File: src/logic/transfer_arith_pkg.sv
// constants and carrier types for the transfer and arithmetic datapath
package transfer_arith_pkg;

  localparam int WORD_W = 18;
  localparam int CONST_W = 12;
  localparam int CELL_W = 6;

  typedef logic [WORD_W-1:0] word_t;

  // major function codes, octal
  localparam logic [5:0] F_LOAD_UPPER = 6'o10;
  localparam logic [5:0] F_LOAD_UPPER_B = 6'o11;
  localparam logic [5:0] F_LOAD_LOWER = 6'o12;
  localparam logic [5:0] F_LOAD_LOWER_B = 6'o13;
  localparam logic [5:0] F_ADD_LOWER = 6'o14;
  localparam logic [5:0] F_ADD_LOWER_B = 6'o15;
  localparam logic [5:0] F_SUB_LOWER = 6'o16;
  localparam logic [5:0] F_SUB_LOWER_B = 6'o17;
  localparam logic [5:0] F_LOAD_INDEX = 6'o32;
  localparam logic [5:0] F_LOAD_INDEX_B = 6'o33;
  localparam logic [5:0] F_LOAD_INDEX_CONST = 6'o36;
  localparam logic [5:0] F_ZERO_STORE = 6'o40;
  localparam logic [5:0] F_ZERO_STORE_B = 6'o41;
  localparam logic [5:0] F_STORE_INDEX = 6'o42;
  localparam logic [5:0] F_STORE_INDEX_B = 6'o43;
  localparam logic [5:0] F_STORE_LOWER = 6'o44;
  localparam logic [5:0] F_STORE_LOWER_B = 6'o45;
  localparam logic [5:0] F_STORE_UPPER = 6'o46;
  localparam logic [5:0] F_STORE_UPPER_B = 6'o47;
  localparam logic [5:0] F_MINOR_GROUP = 6'o50;
  localparam logic [5:0] F_LOAD_LOWER_CONST = 6'o70;
  localparam logic [5:0] F_STORE_INDEX_SELECT = 6'o72;
  localparam logic [5:0] F_STORE_ADDR_FIELD = 6'o74;
  localparam logic [5:0] F_STORE_SPECIAL = 6'o75;

  // minor codes under the 50 group
  localparam logic [5:0] M_SKIP_IF_OVERFLOW = 6'o52;
  localparam logic [5:0] M_SKIP_IF_NO_OVERFLOW = 6'o53;
  localparam logic [5:0] M_LOAD_INDEX_SELECT = 6'o72;
  localparam logic [5:0] M_LOAD_SPECIAL = 6'o73;

  // index cell map and field layout
  localparam logic [5:0] CELL_FOR_ZERO = 6'o10;
  localparam int SPECIAL_ACTIVE_BIT = 3;
  localparam int ADDR_FIELD_W = 12;
  localparam int ICR_W = 3;
  localparam int SR_W = 4;
  localparam word_t WORD_RESET = 18'h00000;

  // instruction word as seen by the datapath
  typedef struct packed {
    logic [5:0] func;
    logic [CONST_W-1:0] u;
  } instr_t;

  // one core write request
  typedef struct packed {
    logic en;
    logic to_index_cell;
    logic [CELL_W-1:0] cell_addr;
    word_t data;
  } mem_write_t;

endpackage : transfer_arith_pkg

File: src/logic/transfer_arith_datapath.sv
// transfer and single-length arithmetic datapath for an 18-bit word machine
`timescale 1ns/1ns
`default_nettype none
module transfer_arith_datapath
  import transfer_arith_pkg::*;
(
  input wire logic clk,
  input wire logic reset_n,
  input wire logic issue,
  input wire transfer_arith_pkg::instr_t instr,
  input wire transfer_arith_pkg::word_t operand,
  input wire transfer_arith_pkg::word_t index_word,
  output transfer_arith_pkg::mem_write_t write,
  output transfer_arith_pkg::word_t upper_accumulator_word,
  output transfer_arith_pkg::word_t lower_accumulator_word,
  output logic [2:0] index_select_register,
  output logic [3:0] special_register,
  output logic special_active,
  output logic overflow,
  output logic skip,
  output logic done
);
  import transfer_arith_pkg::*;

  // ****************************************
  // helpers
  // ****************************************

  // copy the constant's sign into the upper six bits
  function automatic word_t sign_extend(input logic [CONST_W-1:0] u);
    sign_extend = {{(WORD_W-CONST_W){u[CONST_W-1]}}, u};
  endfunction : sign_extend

  // select value zero has no cell 00, so it lands on cell 10 octal
  function automatic logic [CELL_W-1:0] cell_of(input logic [ICR_W-1:0] sel);
    cell_of = (sel == 3'h0) ? CELL_FOR_ZERO : {3'h0, sel};
  endfunction : cell_of

  // ****************************************
  // decode
  // ****************************************
  logic is_minor;
  logic [5:0] minor;
  logic do_add;
  logic do_sub;
  logic [17:0] arith_sum;
  logic arith_ovf;

  assign minor = instr.u[11:6];
  assign is_minor = (instr.func == F_MINOR_GROUP);
  assign do_add = issue && (instr.func == F_ADD_LOWER || instr.func == F_ADD_LOWER_B);
  assign do_sub = issue && (instr.func == F_SUB_LOWER || instr.func == F_SUB_LOWER_B);

  // one shared 18-bit adder; sub is add of the complement
  ones_adder adder_i (
    .a(lower_accumulator_word),
    .b(operand),
    .subtract(do_sub),
    .sum(arith_sum),
    .overflow(arith_ovf)
  );

  // ****************************************
  // accumulator halves
  // ****************************************

  // a load replaces the whole half, which is the clear-then-transmit effect
  always_ff @(posedge clk) begin
    if (!reset_n) begin
      upper_accumulator_word <= WORD_RESET;
    end else if (issue && (instr.func == F_LOAD_UPPER || instr.func == F_LOAD_UPPER_B)) begin
      upper_accumulator_word <= operand;
    end
  end

  // stores leave this half alone; only loads and arithmetic touch it
  always_ff @(posedge clk) begin
    if (!reset_n) begin
      lower_accumulator_word <= WORD_RESET;
    end else if (issue) begin
      unique case (instr.func)
        F_LOAD_LOWER, F_LOAD_LOWER_B: lower_accumulator_word <= operand;
        F_LOAD_LOWER_CONST: lower_accumulator_word <= sign_extend(instr.u);
        F_ADD_LOWER, F_ADD_LOWER_B: lower_accumulator_word <= arith_sum;
        F_SUB_LOWER, F_SUB_LOWER_B: lower_accumulator_word <= arith_sum;
        default: lower_accumulator_word <= lower_accumulator_word;
      endcase
    end
  end

  // ****************************************
  // index select and special registers
  // ****************************************
  always_ff @(posedge clk) begin
    if (!reset_n) begin
      index_select_register <= 3'h0;
    end else if (issue && is_minor && minor == M_LOAD_INDEX_SELECT) begin
      index_select_register <= instr.u[ICR_W-1:0];
    end
  end

  // storing the special register empties it, which also deactivates it
  always_ff @(posedge clk) begin
    if (!reset_n) begin
      special_register <= 4'h0;
    end else if (issue && is_minor && minor == M_LOAD_SPECIAL) begin
      special_register <= instr.u[SR_W-1:0];
    end else if (issue && instr.func == F_STORE_SPECIAL) begin
      special_register <= 4'h0;
    end
  end

  // active flag mirrors bit 3, kept as its own flop so the output is registered
  always_ff @(posedge clk) begin
    if (!reset_n) begin
      special_active <= 1'b0;
    end else if (issue && is_minor && minor == M_LOAD_SPECIAL) begin
      special_active <= instr.u[SPECIAL_ACTIVE_BIT];
    end else if (issue && instr.func == F_STORE_SPECIAL) begin
      special_active <= 1'b0;
    end
  end

  // ****************************************
  // overflow designator and skip
  // ****************************************
  logic ovf_skip_op;

  assign ovf_skip_op = issue && is_minor &&
                       (minor == M_SKIP_IF_OVERFLOW || minor == M_SKIP_IF_NO_OVERFLOW);

  // sticky; a skip and an arithmetic op cannot share one issue, set still wins
  always_ff @(posedge clk) begin
    if (!reset_n) begin
      overflow <= 1'b0;
    end else if ((do_add || do_sub) && arith_ovf) begin
      overflow <= 1'b1;
    end else if (ovf_skip_op) begin
      overflow <= 1'b0;
    end
  end

  // skip decision reported to the sequencer for the overflow tests
  always_ff @(posedge clk) begin
    if (!reset_n) begin
      skip <= 1'b0;
    end else begin
      skip <= ovf_skip_op && ((minor == M_SKIP_IF_OVERFLOW) ? overflow : !overflow);
    end
  end

  // ****************************************
  // core writes
  // ****************************************
  mem_write_t next_write;

  // effective address for plain stores; index cell when B itself changes
  always_comb begin
    next_write = '0;
    next_write.cell_addr = cell_of(index_select_register);
    if (issue) begin
      unique case (instr.func)
        F_LOAD_INDEX, F_LOAD_INDEX_B: begin
          next_write.en = 1'b1;
          next_write.to_index_cell = 1'b1;
          next_write.data = operand;
        end
        F_LOAD_INDEX_CONST: begin
          next_write.en = 1'b1;
          next_write.to_index_cell = 1'b1;
          next_write.data = sign_extend(instr.u);
        end
        F_ZERO_STORE, F_ZERO_STORE_B: begin
          next_write.en = 1'b1;
          next_write.data = WORD_RESET;
        end
        F_STORE_INDEX, F_STORE_INDEX_B: begin
          next_write.en = 1'b1;
          next_write.data = index_word;
        end
        F_STORE_LOWER, F_STORE_LOWER_B: begin
          next_write.en = 1'b1;
          next_write.data = lower_accumulator_word;
        end
        F_STORE_UPPER, F_STORE_UPPER_B: begin
          next_write.en = 1'b1;
          next_write.data = upper_accumulator_word;
        end
        F_STORE_INDEX_SELECT: begin
          next_write.en = 1'b1;
          next_write.data = {operand[17:6], cell_of(index_select_register)};
        end
        F_STORE_ADDR_FIELD: begin
          next_write.en = 1'b1;
          next_write.data = {operand[17:12], lower_accumulator_word[11:0]};
        end
        F_STORE_SPECIAL: begin
          next_write.en = 1'b1;
          next_write.data = {operand[17:6], 2'b00, special_register};
        end
        default: next_write.en = 1'b0;
      endcase
    end
  end

  always_ff @(posedge clk) begin
    if (!reset_n) begin
      write <= '0;
    end else begin
      write <= next_write;
    end
  end

  // every issue completes in one cycle
  always_ff @(posedge clk) begin
    if (!reset_n) begin
      done <= 1'b0;
    end else begin
      done <= issue;
    end
  end
endmodule : transfer_arith_datapath
`default_nettype wire

File: src/logic/ones_adder.sv
// 18-bit ones' complement adder with end-around carry and overflow
`timescale 1ns/1ns
`default_nettype none
module ones_adder
  import transfer_arith_pkg::*;
(
  input wire transfer_arith_pkg::word_t a,
  input wire transfer_arith_pkg::word_t b,
  input wire logic subtract,
  output logic [17:0] sum,
  output logic overflow
);
  logic [18:0] raw;
  logic [17:0] b_eff;

  // subtract adds the complement; all ones minus zero stays all ones
  always_comb begin
    b_eff = subtract ? ~b : b;
    raw = {1'b0, a} + {1'b0, b_eff};
    sum = raw[17:0] + {17'h00000, raw[18]};
    overflow = (a[17] == b_eff[17]) && (sum[17] != a[17]);
  end
endmodule : ones_adder
`default_nettype wire

File: config.mk
export PLATFORM = sky130hd
export DESIGN_NAME = transfer_arith_datapath
export DESIGN_NICKNAME = d
export VERILOG_FILES = /design/src/logic/transfer_arith_pkg.sv /design/src/logic/transfer_arith_datapath.sv /design/src/logic/ones_adder.sv
export SDC_FILE = /design/constraint.sdc
export NUM_CORES = 1
export LEC_CHECK = 0
export BUFFER_PORTS_ARGS = -buffer_cell sky130_fd_sc_hd__buf_4
export CORE_MARGIN = 2
export CORE_UTILIZATION = 25
export CTS_BUF_LIST = sky130_fd_sc_hd__clkbuf_4 sky130_fd_sc_hd__clkbuf_8 sky130_fd_sc_hd__clkbuf_16
export DETAILED_ROUTE_END_ITERATION = 6
export MAX_ROUTING_LAYER = met4
export SLEW_MARGIN = 10
export SYNTH_ARGS = -nofsm -noshare
export SYNTH_HDL_FRONTEND = slang
export SYNTH_SLANG_ARGS = --single-unit
export TNS_END_PERCENT = 5
File: constraint.sdc
create_clock -name clk -period 8.89 [get_ports clk]
set_input_delay 0.889 -clock clk [delete_from_list [all_inputs] [get_ports clk]]
set_output_delay 0.889 -clock clk [all_outputs]
set_load 0.03 [all_outputs]
* Word level (Yosys, flattened, before mapping)
Cells that the tools add are included.
** Word-level totals
- Register bits :: 73
- Latch bits :: 0
- Bits in writable memories :: 0
- Bits in read-only memories :: 0
- Bits of input ports :: 57
- Output and inout bits :: 73
- Logic and storage cells :: 89
- Memories kept :: 0
** Operators by class
- Add/subtract/negate cells :: 2
- $mul :: 0
- Div/mod/pow operators :: 0
- Magnitude comparators :: 0
- Equality and inequality tests :: 30
- Shift-type cells :: 0
- Multiplexer cells :: 13
- Bitwise gates (word level) :: 1
- Reductions and logical operators :: 31
** Operators by type and width (number)
- 18-bit case mux with 8 select lines :: 1
- 6-bit equality test (second input constant) :: 17
- 18-bit case mux with 3 select lines :: 1
- 6-bit by 4-bit equality test with 1-bit output (second input constant) :: 8
- 18-bit by 18-bit adder with 19-bit output :: 1
- 18-bit by 1-bit adder with 18-bit output :: 1
- 6-bit by 5-bit equality test with 1-bit output (second input constant) :: 3
- 18-bit 2-to-1 mux :: 1
- 18-bit inverter :: 1
- 14-bit OR reduction :: 1
- 4-bit 2-to-1 mux :: 3
- 1-bit logical AND :: 11
- 2-bit OR reduction :: 5
- 1-bit 2-to-1 mux :: 7
- 1-bit logical OR :: 5
- 2-bit AND reduction :: 2
- 2-bit nonzero test :: 2
- 4-bit OR reduction :: 1
- 3-bit zero test :: 1
- 3-bit nonzero test :: 1
- 3-bit OR reduction :: 1
- 1-bit equality test :: 1
- 1-bit zero test :: 1
- 1-bit inequality test :: 1

* Longest topological paths before layout
Gate-level depths: netlist (run 1).
- Depth in word-level cells :: 10
- Gate-level depth with buffers :: 25
- Depth with buffers taken out :: 22

* Cells and area by module
Synthesis (run 1) repeated with hierarchy kept, for this count alone.
** Unflattened totals
- Cell total of the unflattened synthesis :: 588
- Area total of the unflattened synthesis :: 4902.2 sq um
** By module, submodules not included
- transfer_arith_datapath :: times used 1, cells each 386, area an instance 3398.3 sq um, seq. area each 1401.3 sq um
- ones_adder :: times used 1, cells each 202, area an instance 1503.9 sq um, seq. area each 0.0 sq um

* Worst setup path before layout (run 1)
Ideal clock, no wire load.
- Kind :: input to register
- Start :: input port instr[15] in the netlist's numbering
- End :: register lower_accumulator_word[15]
- Library setup time :: 0.127 ns
- Data arrival time :: 6.752 ns
- Required time :: 8.763 ns
- Slack :: 2.011 ns
- Stages :: 24
- Path buffers :: 3
- Path through :: clkbuf_1 nand2_1 nor3_1 and3_1 clkbuf_1 clkbuf_1 xor2_1 ha_1 inv_1 fa_1 and2b_1 o2111ai_2 a21o_2 a2111oi_1 o41ai_1 o21bai_1 a21o_1 ha_1 nand3_1 nor4b_2 nand4b_2 or3_1 and3_1 or3_1
** On the way
- Cells in the longest elaborated chain, start to end :: 7
- Elaborated cells on any way between the ends :: 17
- Those cells by class :: add/sub: 2; eq/ne: 7; mux: 2; reduce/logical: 6
** RTL lines
- start, declared :: RTL line transfer_arith_datapath.sv:10 : input wire transfer_arith_pkg::instr_t instr,
- 6-bit by 4-bit equality test with 1-bit output :: RTL line transfer_arith_datapath.sv:52, transfer_arith_datapath.sv:81
- 1-bit logical OR :: RTL line transfer_arith_datapath.sv:52 : assign do_sub = issue && (instr.func == F_SUB_LOWER || instr.func == F_SUB_LOWER_B);
- 1-bit logical AND :: RTL line transfer_arith_datapath.sv:52
- 18-bit 2-to-1 mux :: RTL line ones_adder.sv:18 : b_eff = subtract ? ~b : b;
- 18-bit by 18-bit adder with 19-bit output :: RTL line ones_adder.sv:19 : raw = {1'b0, a} + {1'b0, b_eff};
- 18-bit by 1-bit adder with 18-bit output :: RTL line ones_adder.sv:20 : sum = raw[17:0] + {17'h00000, raw[18]};
- 18-bit case mux with 3 select lines :: RTL line transfer_arith_datapath.sv:81 : unique case (instr.func)
- end signal, assigned :: RTL line transfer_arith_datapath.sv:82 : F_LOAD_LOWER, F_LOAD_LOWER_B: lower_accumulator_word <= operand;
- end signal, assigned :: RTL line transfer_arith_datapath.sv:83 : F_LOAD_LOWER_CONST: lower_accumulator_word <= sign_extend(instr.u);
- end signal, assigned :: RTL line transfer_arith_datapath.sv:84 : F_ADD_LOWER, F_ADD_LOWER_B: lower_accumulator_word <= arith_sum;
- end, declared :: RTL line transfer_arith_datapath.sv:15 : output transfer_arith_pkg::word_t lower_accumulator_word,
Parallel ways exist; a longest one is shown, timed or not.
A chain may end at the register's enable or synchronous reset.

* Worst setup path after layout (run 1)
Ends and elaborated chain as after synthesis.

==> results of run 1 <==
## state kept, by name, indices dropped and copies added (netlist names)
register and flops:
upper_accumulator_word 18, write 24, done 1, special_register 4
index_select_register 3, lower_accumulator_word 18, overflow 1, skip 1
## layer usage
metal | GRT usage (%) | up-vias | routed length (µm) | part of all wire, %
met5 | - | - | 0 | 0
met4 | 5.74 | 0 | 340 | 2.0
met3 | 2.50 | 27 | 1220 | 7.1
met2 | 26.6 | 212 | 7710 | 45
met1 | 23.7 | 2312 | 7990 | 46
li1 | - | 2403 | - | -
## cell families (layout without fill, tap and decap cells)
family                     count (synthesis)  in the layout  synth area share (%)
and+or+nand+nor                          221            221                  23.4
AOI/OAI and AO/OA                        180            180                  27.3
DFF                                       70             70                  29.7
buffers and inverters                     48            160                  4.53
xor gates and xnor gates                  43             43                  8.27
adders and majority gates                 22             22                  5.94
muxes                                      4              4                 0.848
other                                      1              2                0.0794
## metrics by stage
stage	instance area, µm²	util (%)
6_report	6170	33.1
3_3_place_gp	5870	31.5
5_1_grt	6170	33.1
4_1_cts	6170	33.1
2_1_floorplan	4730	-
3_5_place_dp	5870	31.5
## layout make-up
cell class	instances	area, µm²
clock buffer	9	225
fill	1966	12500
tap	234	293
timing repair buffer	135	1010
inverter	9	33.8
multi-input combinational	472	3130
clock inverter	7	73.8
sequential	70	1400
## synthesized netlist by cell type, drive strengths merged (4+ instances only)
cell / number / area (µm²)
nand2: 88 / 330
dfxtp: 70 / 1400
nor2: 33 / 126
a21oi: 32 / 164
clkbuf: 32 / 120
o21ai: 28 / 140
xor2: 28 / 245
nand3: 23 / 115
a21boi: 22 / 165
ha: 20 / 250
a31oi: 18 / 113
a221oi: 17 / 149
a22oi: 15 / 113
a222oi: 14 / 140
xnor2: 14 / 123
nor3: 12 / 60.1
or3: 10 / 67.6
and2: 9 / 57.6
inv: 9 / 33.8
a21o: 8 / 63.8
and3: 8 / 50.1
buf: 7 / 60.1
nor2b: 7 / 43.8
nand4: 5 / 31.3
mux2i: 4 / 40.0
nand4b: 4 / 41.3
nor4b: 4 / 41.3
or2: 4 / 25.0
## worst register-to-register path, stage by stage, from the launching register on
cell,delay [ns]
dfxtp_1,0.44
ha_1,0.20
inv_1,0.05
fa_1,0.39
and2b_1,0.25
o2111ai_2,0.17
a21o_2,0.25
a2111oi_1,0.68
o41ai_1,0.21
o21bai_1,0.16
a21o_1,0.15
ha_1,0.17
nand3_1,0.21
nor4b_2,0.49
nand4b_2,0.22
or3_1,0.39
and3_1,0.18
or3_1,0.33
## worst max path at each step
stage                          from                                 endpoint  slack [ns]  cells after the start
after detailed placement  instr[15]  lower_accumulator_word[15]$_SDFFE_PN0P_        2.14                     24
final                     instr[15]  lower_accumulator_word[15]$_SDFFE_PN0P_        2.42                     24
after global placement    instr[15]  lower_accumulator_word[15]$_SDFFE_PN0P_        2.31                     24
after floorplan           instr[15]  lower_accumulator_word[15]$_SDFFE_PN0P_        2.01                     24
after CTS                 instr[15]  lower_accumulator_word[15]$_SDFFE_PN0P_        2.43                     24
after global routing      instr[15]  lower_accumulator_word[15]$_SDFFE_PN0P_        1.89                     24
## where the power goes
| group | switching (W) | internal [W] |
|---|---|---|
| clock | 0.000139 | 0.000218 |
| sequential | 0.00000608 | 0.000318 |
| combinational | 0.0000971 | 0.0000654 |
==> results, run 1 <==
- STA classifies the critical path startpoint as a primary input.
- The first global-routing pass estimated 26.7 mm of wire.
- In this run, post-CTS repair resized a total of 0 instances.
- The number of antenna violations at the first check in global routing is 0.
- Among all flip-flop cells after synthesis, the most frequent one is dfxtp_1.
- From synthesis to final layout, the design area changed by 30.6%.
- Row generation in the floorplan step produced 50 rows.
- The number of setup buffers added after CTS is 0.
- The maximum number of buffers from clock root to sink is 2.
- The number of max-capacitance violations reported is 0.
- The cell count after placement is 920.
- The congestion estimate from routability-driven global placement came to 0.924.
- The path type of the worst setup path is in2reg.
- Detailed placement finished with a half-perimeter wire length of 13.2 mm.
- The iteration count of the initial detailed-routing pass is 7.
- The number of buffers inserted by port buffering is 127.
- The flip-flop and latch count after synthesis is 70.
- Setup repair after global routing left no endpoint under its margin.
- For the worst setup path, the data required time is 9.10 ns.
- The endpoint of the worst hold-timing path is upper_accumulator_word[0]$_SDFFE_PN0P_.
- The endpoint identified for the worst register-to-register timing path is lower_accumulator_word[15]$_SDFFE_PN0P_.
- For this run, the register share of the synthesized area comes to 29.7%.
- A synthesized cell averages 8.02 µm².
- During I/O placement, the number of pins put on the boundary was 130.
- Measured against its own limit, the worst slew margin works out to 24.5%.
- The routed via count divided by cell count is 5.29.
- The cell area after synthesis is 4720 µm².
- Counting instances, the worst hold path has a depth of 2.
- Dividing the detail-routed wire length by the instance count gives 18.4 µm.
- By instance count, the cell type seen most on the critical path is buf_4.
- The final-layout worst hold slack is 0.480 ns.
- The worst register-to-register path has a depth of 17.
- The worst setup slack before clock tree synthesis is 2.14 ns.
- Dividing total power by cell area gives a power density of 137 nW/µm².
- The number of buffers added to fix hold violations after cts is 0.
- The minimum setup slack among reg-to-reg paths is 3.84 ns.
- The maximum single-stage delay on the critical path is 0.68 ns.
- In the final design database the tool counted 775 nets.
- The worst register-to-register path begins at lower_accumulator_word[0]$_SDFFE_PN0P_.
- On the critical path the largest part of the delay comes from simple AND/OR/NAND/NOR gates.
- The clock tree from TritonCTS is done.
- Based on the critical path, the design can be clocked at up to 154 MHz.
- The count of final max-slew check failures is 0.
- The total DRC errors in the routed layout is 0.
- Data arrives at the worst endpoint at 6.69 ns.
- Traced cell by cell, the critical path runs through buf_4 > nand2_1 > nor3_1 > buf_4 > and3_1 > buf_4 > xor2_1 > ha_1 > inv_1 > fa_1 > and2b_1 > o2111ai_2 > a21o_2 > a2111oi_1 > o41ai_1 > o21bai_1 > a21o_1 > ha_1 > nand3_1 > nor4b_2 > nand4b_2 > or3_1 > and3_1 > or3_1.
- The flow ran to the end, and the final reports show no timing, DRC or antenna violations.
- The core outline area is 18,600 µm².
- The share of the cycle needed by the critical path after routing is 72.8%.
- The overall fraction of global-route tracks in use is 17.4%.
- The count of flip-flops with a built-in enable after synthesis is 0.
- Summed over all failing endpoints, the final setup total negative slack is 0 ns.
- The slew of the pin with the lowest slew margin is 1.13 ns.
- The number of buffers created by CTS is 9.
- After synthesis, the netlist uses 70 different library cells.
- The post-route worst setup slack is 2.42 ns.
- The maximum number of pins on one net before global-route repair is 51.
- The H-tree was split into 3 levels.
- The final antenna-violating net count is 0.
- The repair_antennas step left the layout with diodes totalling 0.
- Subtracting the final worst setup slack from the clock period gives 6.47 ns.
- Summed over all layers, the global routing overflow is 0.
- The final number of hold-violating endpoints is 0.
- The nature of the critical path endpoint is a flop.
- The initial utilization of the core area, before any placement, comes to 25.3%.
- Cells with a size suffix above 1 make up 24.8% of the layout.
- The overall die area is 20,000 µm².
- The chip height is 141 µm.
- The total buffers and inverters traversed by the critical path is 4.
- The worst-path maximum fanout is 18.
- The worst clock skew is 0.00859 ns.
- Counting flops with an async set or reset pin after synthesis yields a share of 0%.
- The number of cells produced by synthesis is 589.
- The most frequent standard cell in the layout excluding fill and tap cells is buf_4.
- The filler-free cell count of the finished design is 936.
- The library cell contributing the largest single delay on the critical path is a2111oi_1.
- The worst ir drop on vdd is 0.0865 mV.
- The number of global-route vias before repair is 4,731.
- The top cell types in the final layout, fill and taps aside, are 135 x buf_4, 88 x nand2_1, 70 x dfxtp_1, 32 x nor2_1, 30 x a21oi_1.
- The tree is rooted in a clkbuf_16.
- For this block, the via count after detailed routing is 4,954.
- The number of synthesis warnings is 0.
- The path category of the worst min-delay check is reg2reg.
- For the worst-skew pair, the clock arrives at the later sink with an insertion delay of 0.34 ns.
- The clock-pin slew reported for the worst setup and hold paths after clock tree synthesis is 0.06 ns.
- The leakage power summed over all cells is 2.50 nW.
- The clock net in this run drives a total of 70 sinks.
- The startpoint identified for the worst hold timing path is upper_accumulator_word[0]$_SDFFE_PN0P_.
- After layout, the design draws a total of 0.000844 W.
- Summed over all layers, the routed wires come to 17.3 mm.
- In this run, the number of DRC markers left after iteration 0 of detailed routing was 527.
- Setup violations remaining at the end of the flow were counted as 0.
- The die is 141 µm wide.
No activity file was read; power rests on OpenSTA's default activity.
==> inputs of run 2 (changes only) <==
==> constraint.sdc (replaced) <==
create_clock -name clk -period 6.04 [get_ports clk]
set_input_delay 0.604 -clock clk [delete_from_list [all_inputs] [get_ports clk]]
set_output_delay 0.604 -clock clk [all_outputs]
set_load 0.03 [all_outputs]
==> run 2 against run 1 <==
Via count grew 1.5%. Power grew 59%. First-iteration DRC count shrank 23%. Non-clock buffer count grew 1. Largest power group unchanged. Critical path type unchanged. Wire length grew 1.3%. Sequential share of layout area shrank 0.26 points. Final cell count grew 0.11%. Sequential power grew 47%.
==> results, run 2 (synthesis results as in run 1) <==
- The maximum number of buffers from clock root to sink is 2 (unchanged).
- The worst-path maximum fanout is 12 (-6).
- The library cell used most frequently in the layout, excluding fill and tap cells, is buf_4.
- The number of nets in the finished design is 776 (+0.13%).
- Walking the worst path, the cells encountered are buf_4 > nand2_1 > nor3_2 > and3_1 > xor2_1 > ha_1 > inv_1 > fa_1 > and2b_1 > o2111ai_2 > a21o_2 > a2111oi_2 > o41ai_1 > o21bai_1 > a21o_1 > ha_1 > nand3_1 > nor4b_2 > nand4b_2 > or3_1 > and3_1 > or3_1.
- The kind of cell adding the most delay to the critical path is simple AND/OR/NAND/NOR gates.
- The clock root buffer is clkbuf_16.
- Timing would allow up to 179 MHz.
- Dividing the final minimum period by the clock period gives 92.5%.
- TritonCTS built the clock tree.
- The final design instance area without fill is 6240 µm² (+1.2%).
- The die outline width is 141 µm (unchanged).
- The maximum single-stage delay on the critical path is 0.50 ns (-0.18 ns).
- The register bank with the most flops is write.
- The path category of the worst min-delay check is reg2reg.
- The first-pass GRT wire length is 27.0 mm (+1.0%).
- The count of standard-cell rows was 50 (unchanged).
- The number of buffers added to fix hold violations after cts was 0 (unchanged).
- The leakage power summed over all cells was 2.53 nW (+1.2%).
- The depth of the worst register-to-register path is 17 (unchanged).
- The overall fraction of global-route tracks in use is 17.8% (+0.37 points).
- The ratio of cells with drive above 1 in the final layout was 25.2% (+0.39 points).
- The effective utilization at floorplan came to 25.3% (unchanged).
- The library cell contributing the largest single delay on the critical path is a2111oi_2.
- The iteration count of the initial detailed-routing pass is 7 (unchanged).
- The number of buffers inserted by port buffering is 127 (unchanged).
- The count of boundary I/O pins came to 130 (unchanged).
- The sink count of the clock tree is 70 (unchanged).
- The data arrival at the endpoint of the critical path was 5.81 ns (-0.88 ns).
- The total buffers and inverters traversed by the critical path is 2 (-2).
- The number of antenna violations at the first check in global routing came to 0 (unchanged).
- The initial DRC count is 408 (-23%).
- The total DRC errors in the routed layout is 0 (unchanged).
- Setup repair after global routing left no endpoint under its margin.
- The path type of the worst setup path is in2reg.
- The power consumption is 0.00135 W (+59%).
- The number of global-route vias before repair is 4,806 (+1.6%).
- The area growth from synthesis to layout is 32.1%.
- The slew of the pin with the lowest slew margin is 1.06 ns (-0.0750 ns).
- The portion of total power attributed to the clock network is 46.7% (+4.4 points).
- The detailed-route wire length per cell is 18.7 µm (+1.2%).
- The power density normalized to cell area was 216 nW/µm² (+58%).
- The logic depth of the worst setup path including buffers is 22 (-8.3%).
- The maximum number of pins on one net before global-route repair came to 51 (unchanged).
- STA classifies the critical path endpoint as a flop.
- The worst setup path is launched from a primary input.
- The placed standard-cell area is 5880 µm² (+0.30%).
- The chip height is 141 µm (unchanged).
- The number of buffers created by CTS is 9 (unchanged).
- The worst hold path cell count is 2 (unchanged).
- The core outline area came to 18,600 µm² (unchanged).
- The setup violation total in the final timing report was 0 (unchanged).
- The clock-pin slew reported for the worst setup and hold paths after clock tree synthesis is 0.06 ns (about the same).
- The clock latency reported for the late side of the worst-skew pair is 0.34 ns (about the same).
- The final antenna-violating net count is 0 (unchanged).
- The worst ir drop on vdd came to 0.132 mV (+53%).
- The net switching power of the design was 0.000360 W (+49%).
- The number of vias after detailed routing is 5,030 (+1.5%).
- The core occupancy in the finished layout is 33.5% (+0.38 points).
- The H-tree depth is 3 (unchanged).
- The number of max-capacitance violations reported was 0 (unchanged).
- The count of final max-slew check failures is 0 (unchanged).
- The required time reported for the critical path endpoint is 6.26 ns (-2.84 ns).
- The final total negative setup slack is 0 ns (unchanged).
- The final global-route overflow total was 0 (unchanged).
- The routed via count divided by cell count is 5.37 (+1.4%).
- The detailed placer's ending HPWL was 13.3 mm (+0.32%).
- The total setup buffers inserted after CTS is 0 (unchanged).
- The largest registers in the layout are write x24, lower_accumulator_word x18, upper_accumulator_word x18.
- The headroom to the max-slew limit came to 28.5% (+4.0 points).
- The final weighted congestion in routability-driven placement is 0.868 (-6.1%).
- The detailed-route wire length is 17.5 mm (+1.3%).
- The switching share of total power is 26.8% (-2.0 points).
- The top cell types in the final layout, fill and taps aside, are 136 x buf_4, 88 x nand2_1, 70 x dfxtp_1, 32 x nor2_1, 30 x a21oi_1.
- The number of gates resized after CTS is 0 (unchanged).
- The antenna cell count was 0 (unchanged).
- The run finished with clean final reports.
- The final number of hold-violating endpoints is 0 (unchanged).
- The internal power component was 0.000985 W (+64%).
- The sequential share of power was 35.5% (-2.9 points).
- The worst clock skew was 0.00787 ns (-0.000713 ns).
- The flip-flop count of the largest register after layout is 24 (unchanged).
- The overall die area is 20,000 µm² (unchanged).
- Subtracting the final worst setup slack from the clock period gives 5.59 ns.
- The fraction of power consumed by combinational cells is 17.9% (-1.4 points).
-- run 2: area by class of cell --
type / count / area [µm²]
fillers: 1977 / 12400
multi-input cells: 472 / 3140
flip-flops and latches: 70 / 1400
repair buffers: 136 / 1020
well taps: 234 / 293
clock buffers: 11 / 246
clock inverters: 5 / 106
inverters: 9 / 33.8
-- run 2: per-layer routing --
metal	vias up	GRT usage (%)	part of all wire [%]
li1	2402	-	-
met1	2383	23.4	45
met2	213	27.1	46
met3	32	3.21	6.9
met4	0	7.16	2.7
met5	-	-	0
-- run 2: tightest hold or removal path: cells and delay by family, from the launching register on --
kind            cells  cell delay [ns]
flops               1             0.32
compound gates      1             0.06
simple gates        1             0.05
-- run 2: power groups by stage --
stage | registers, W | logic (W) | clock network (W)
after floorplan | 0.000496 | 0.000140 | 0
after global placement | 0.000487 | 0.000237 | 0
after detailed placement | 0.000487 | 0.000238 | 0
after CTS | 0.000477 | 0.000239 | 0.000633
after global routing | 0.000478 | 0.000260 | 0.000655
final | 0.000477 | 0.000240 | 0.000628
-- run 2: through the flow --
stage	hold WS (ns)	setup slack (ns)	instances
2_1_floorplan	0.599	0.0316	590
3_3_place_gp	0.470	0.348	921
3_5_place_dp	0.481	0.147	921
4_1_cts	0.489	0.478	937
5_1_grt	0.511	0.0300	937
6_report	0.488	0.454	937
-- run 2: worst paths after layout --
kind,start,end,slack [ns]
max,instr[14],lower_accumulator_word[15]$_SDFFE_PN0P_,0.45
min,upper_accumulator_word[5]$_SDFFE_PN0P_,upper_accumulator_word[5]$_SDFFE_PN0P_,0.49
max reg2reg,lower_accumulator_word[0]$_SDFFE_PN0P_,lower_accumulator_word[15]$_SDFFE_PN0P_,1.15
min reg2reg,upper_accumulator_word[5]$_SDFFE_PN0P_,upper_accumulator_word[5]$_SDFFE_PN0P_,0.49
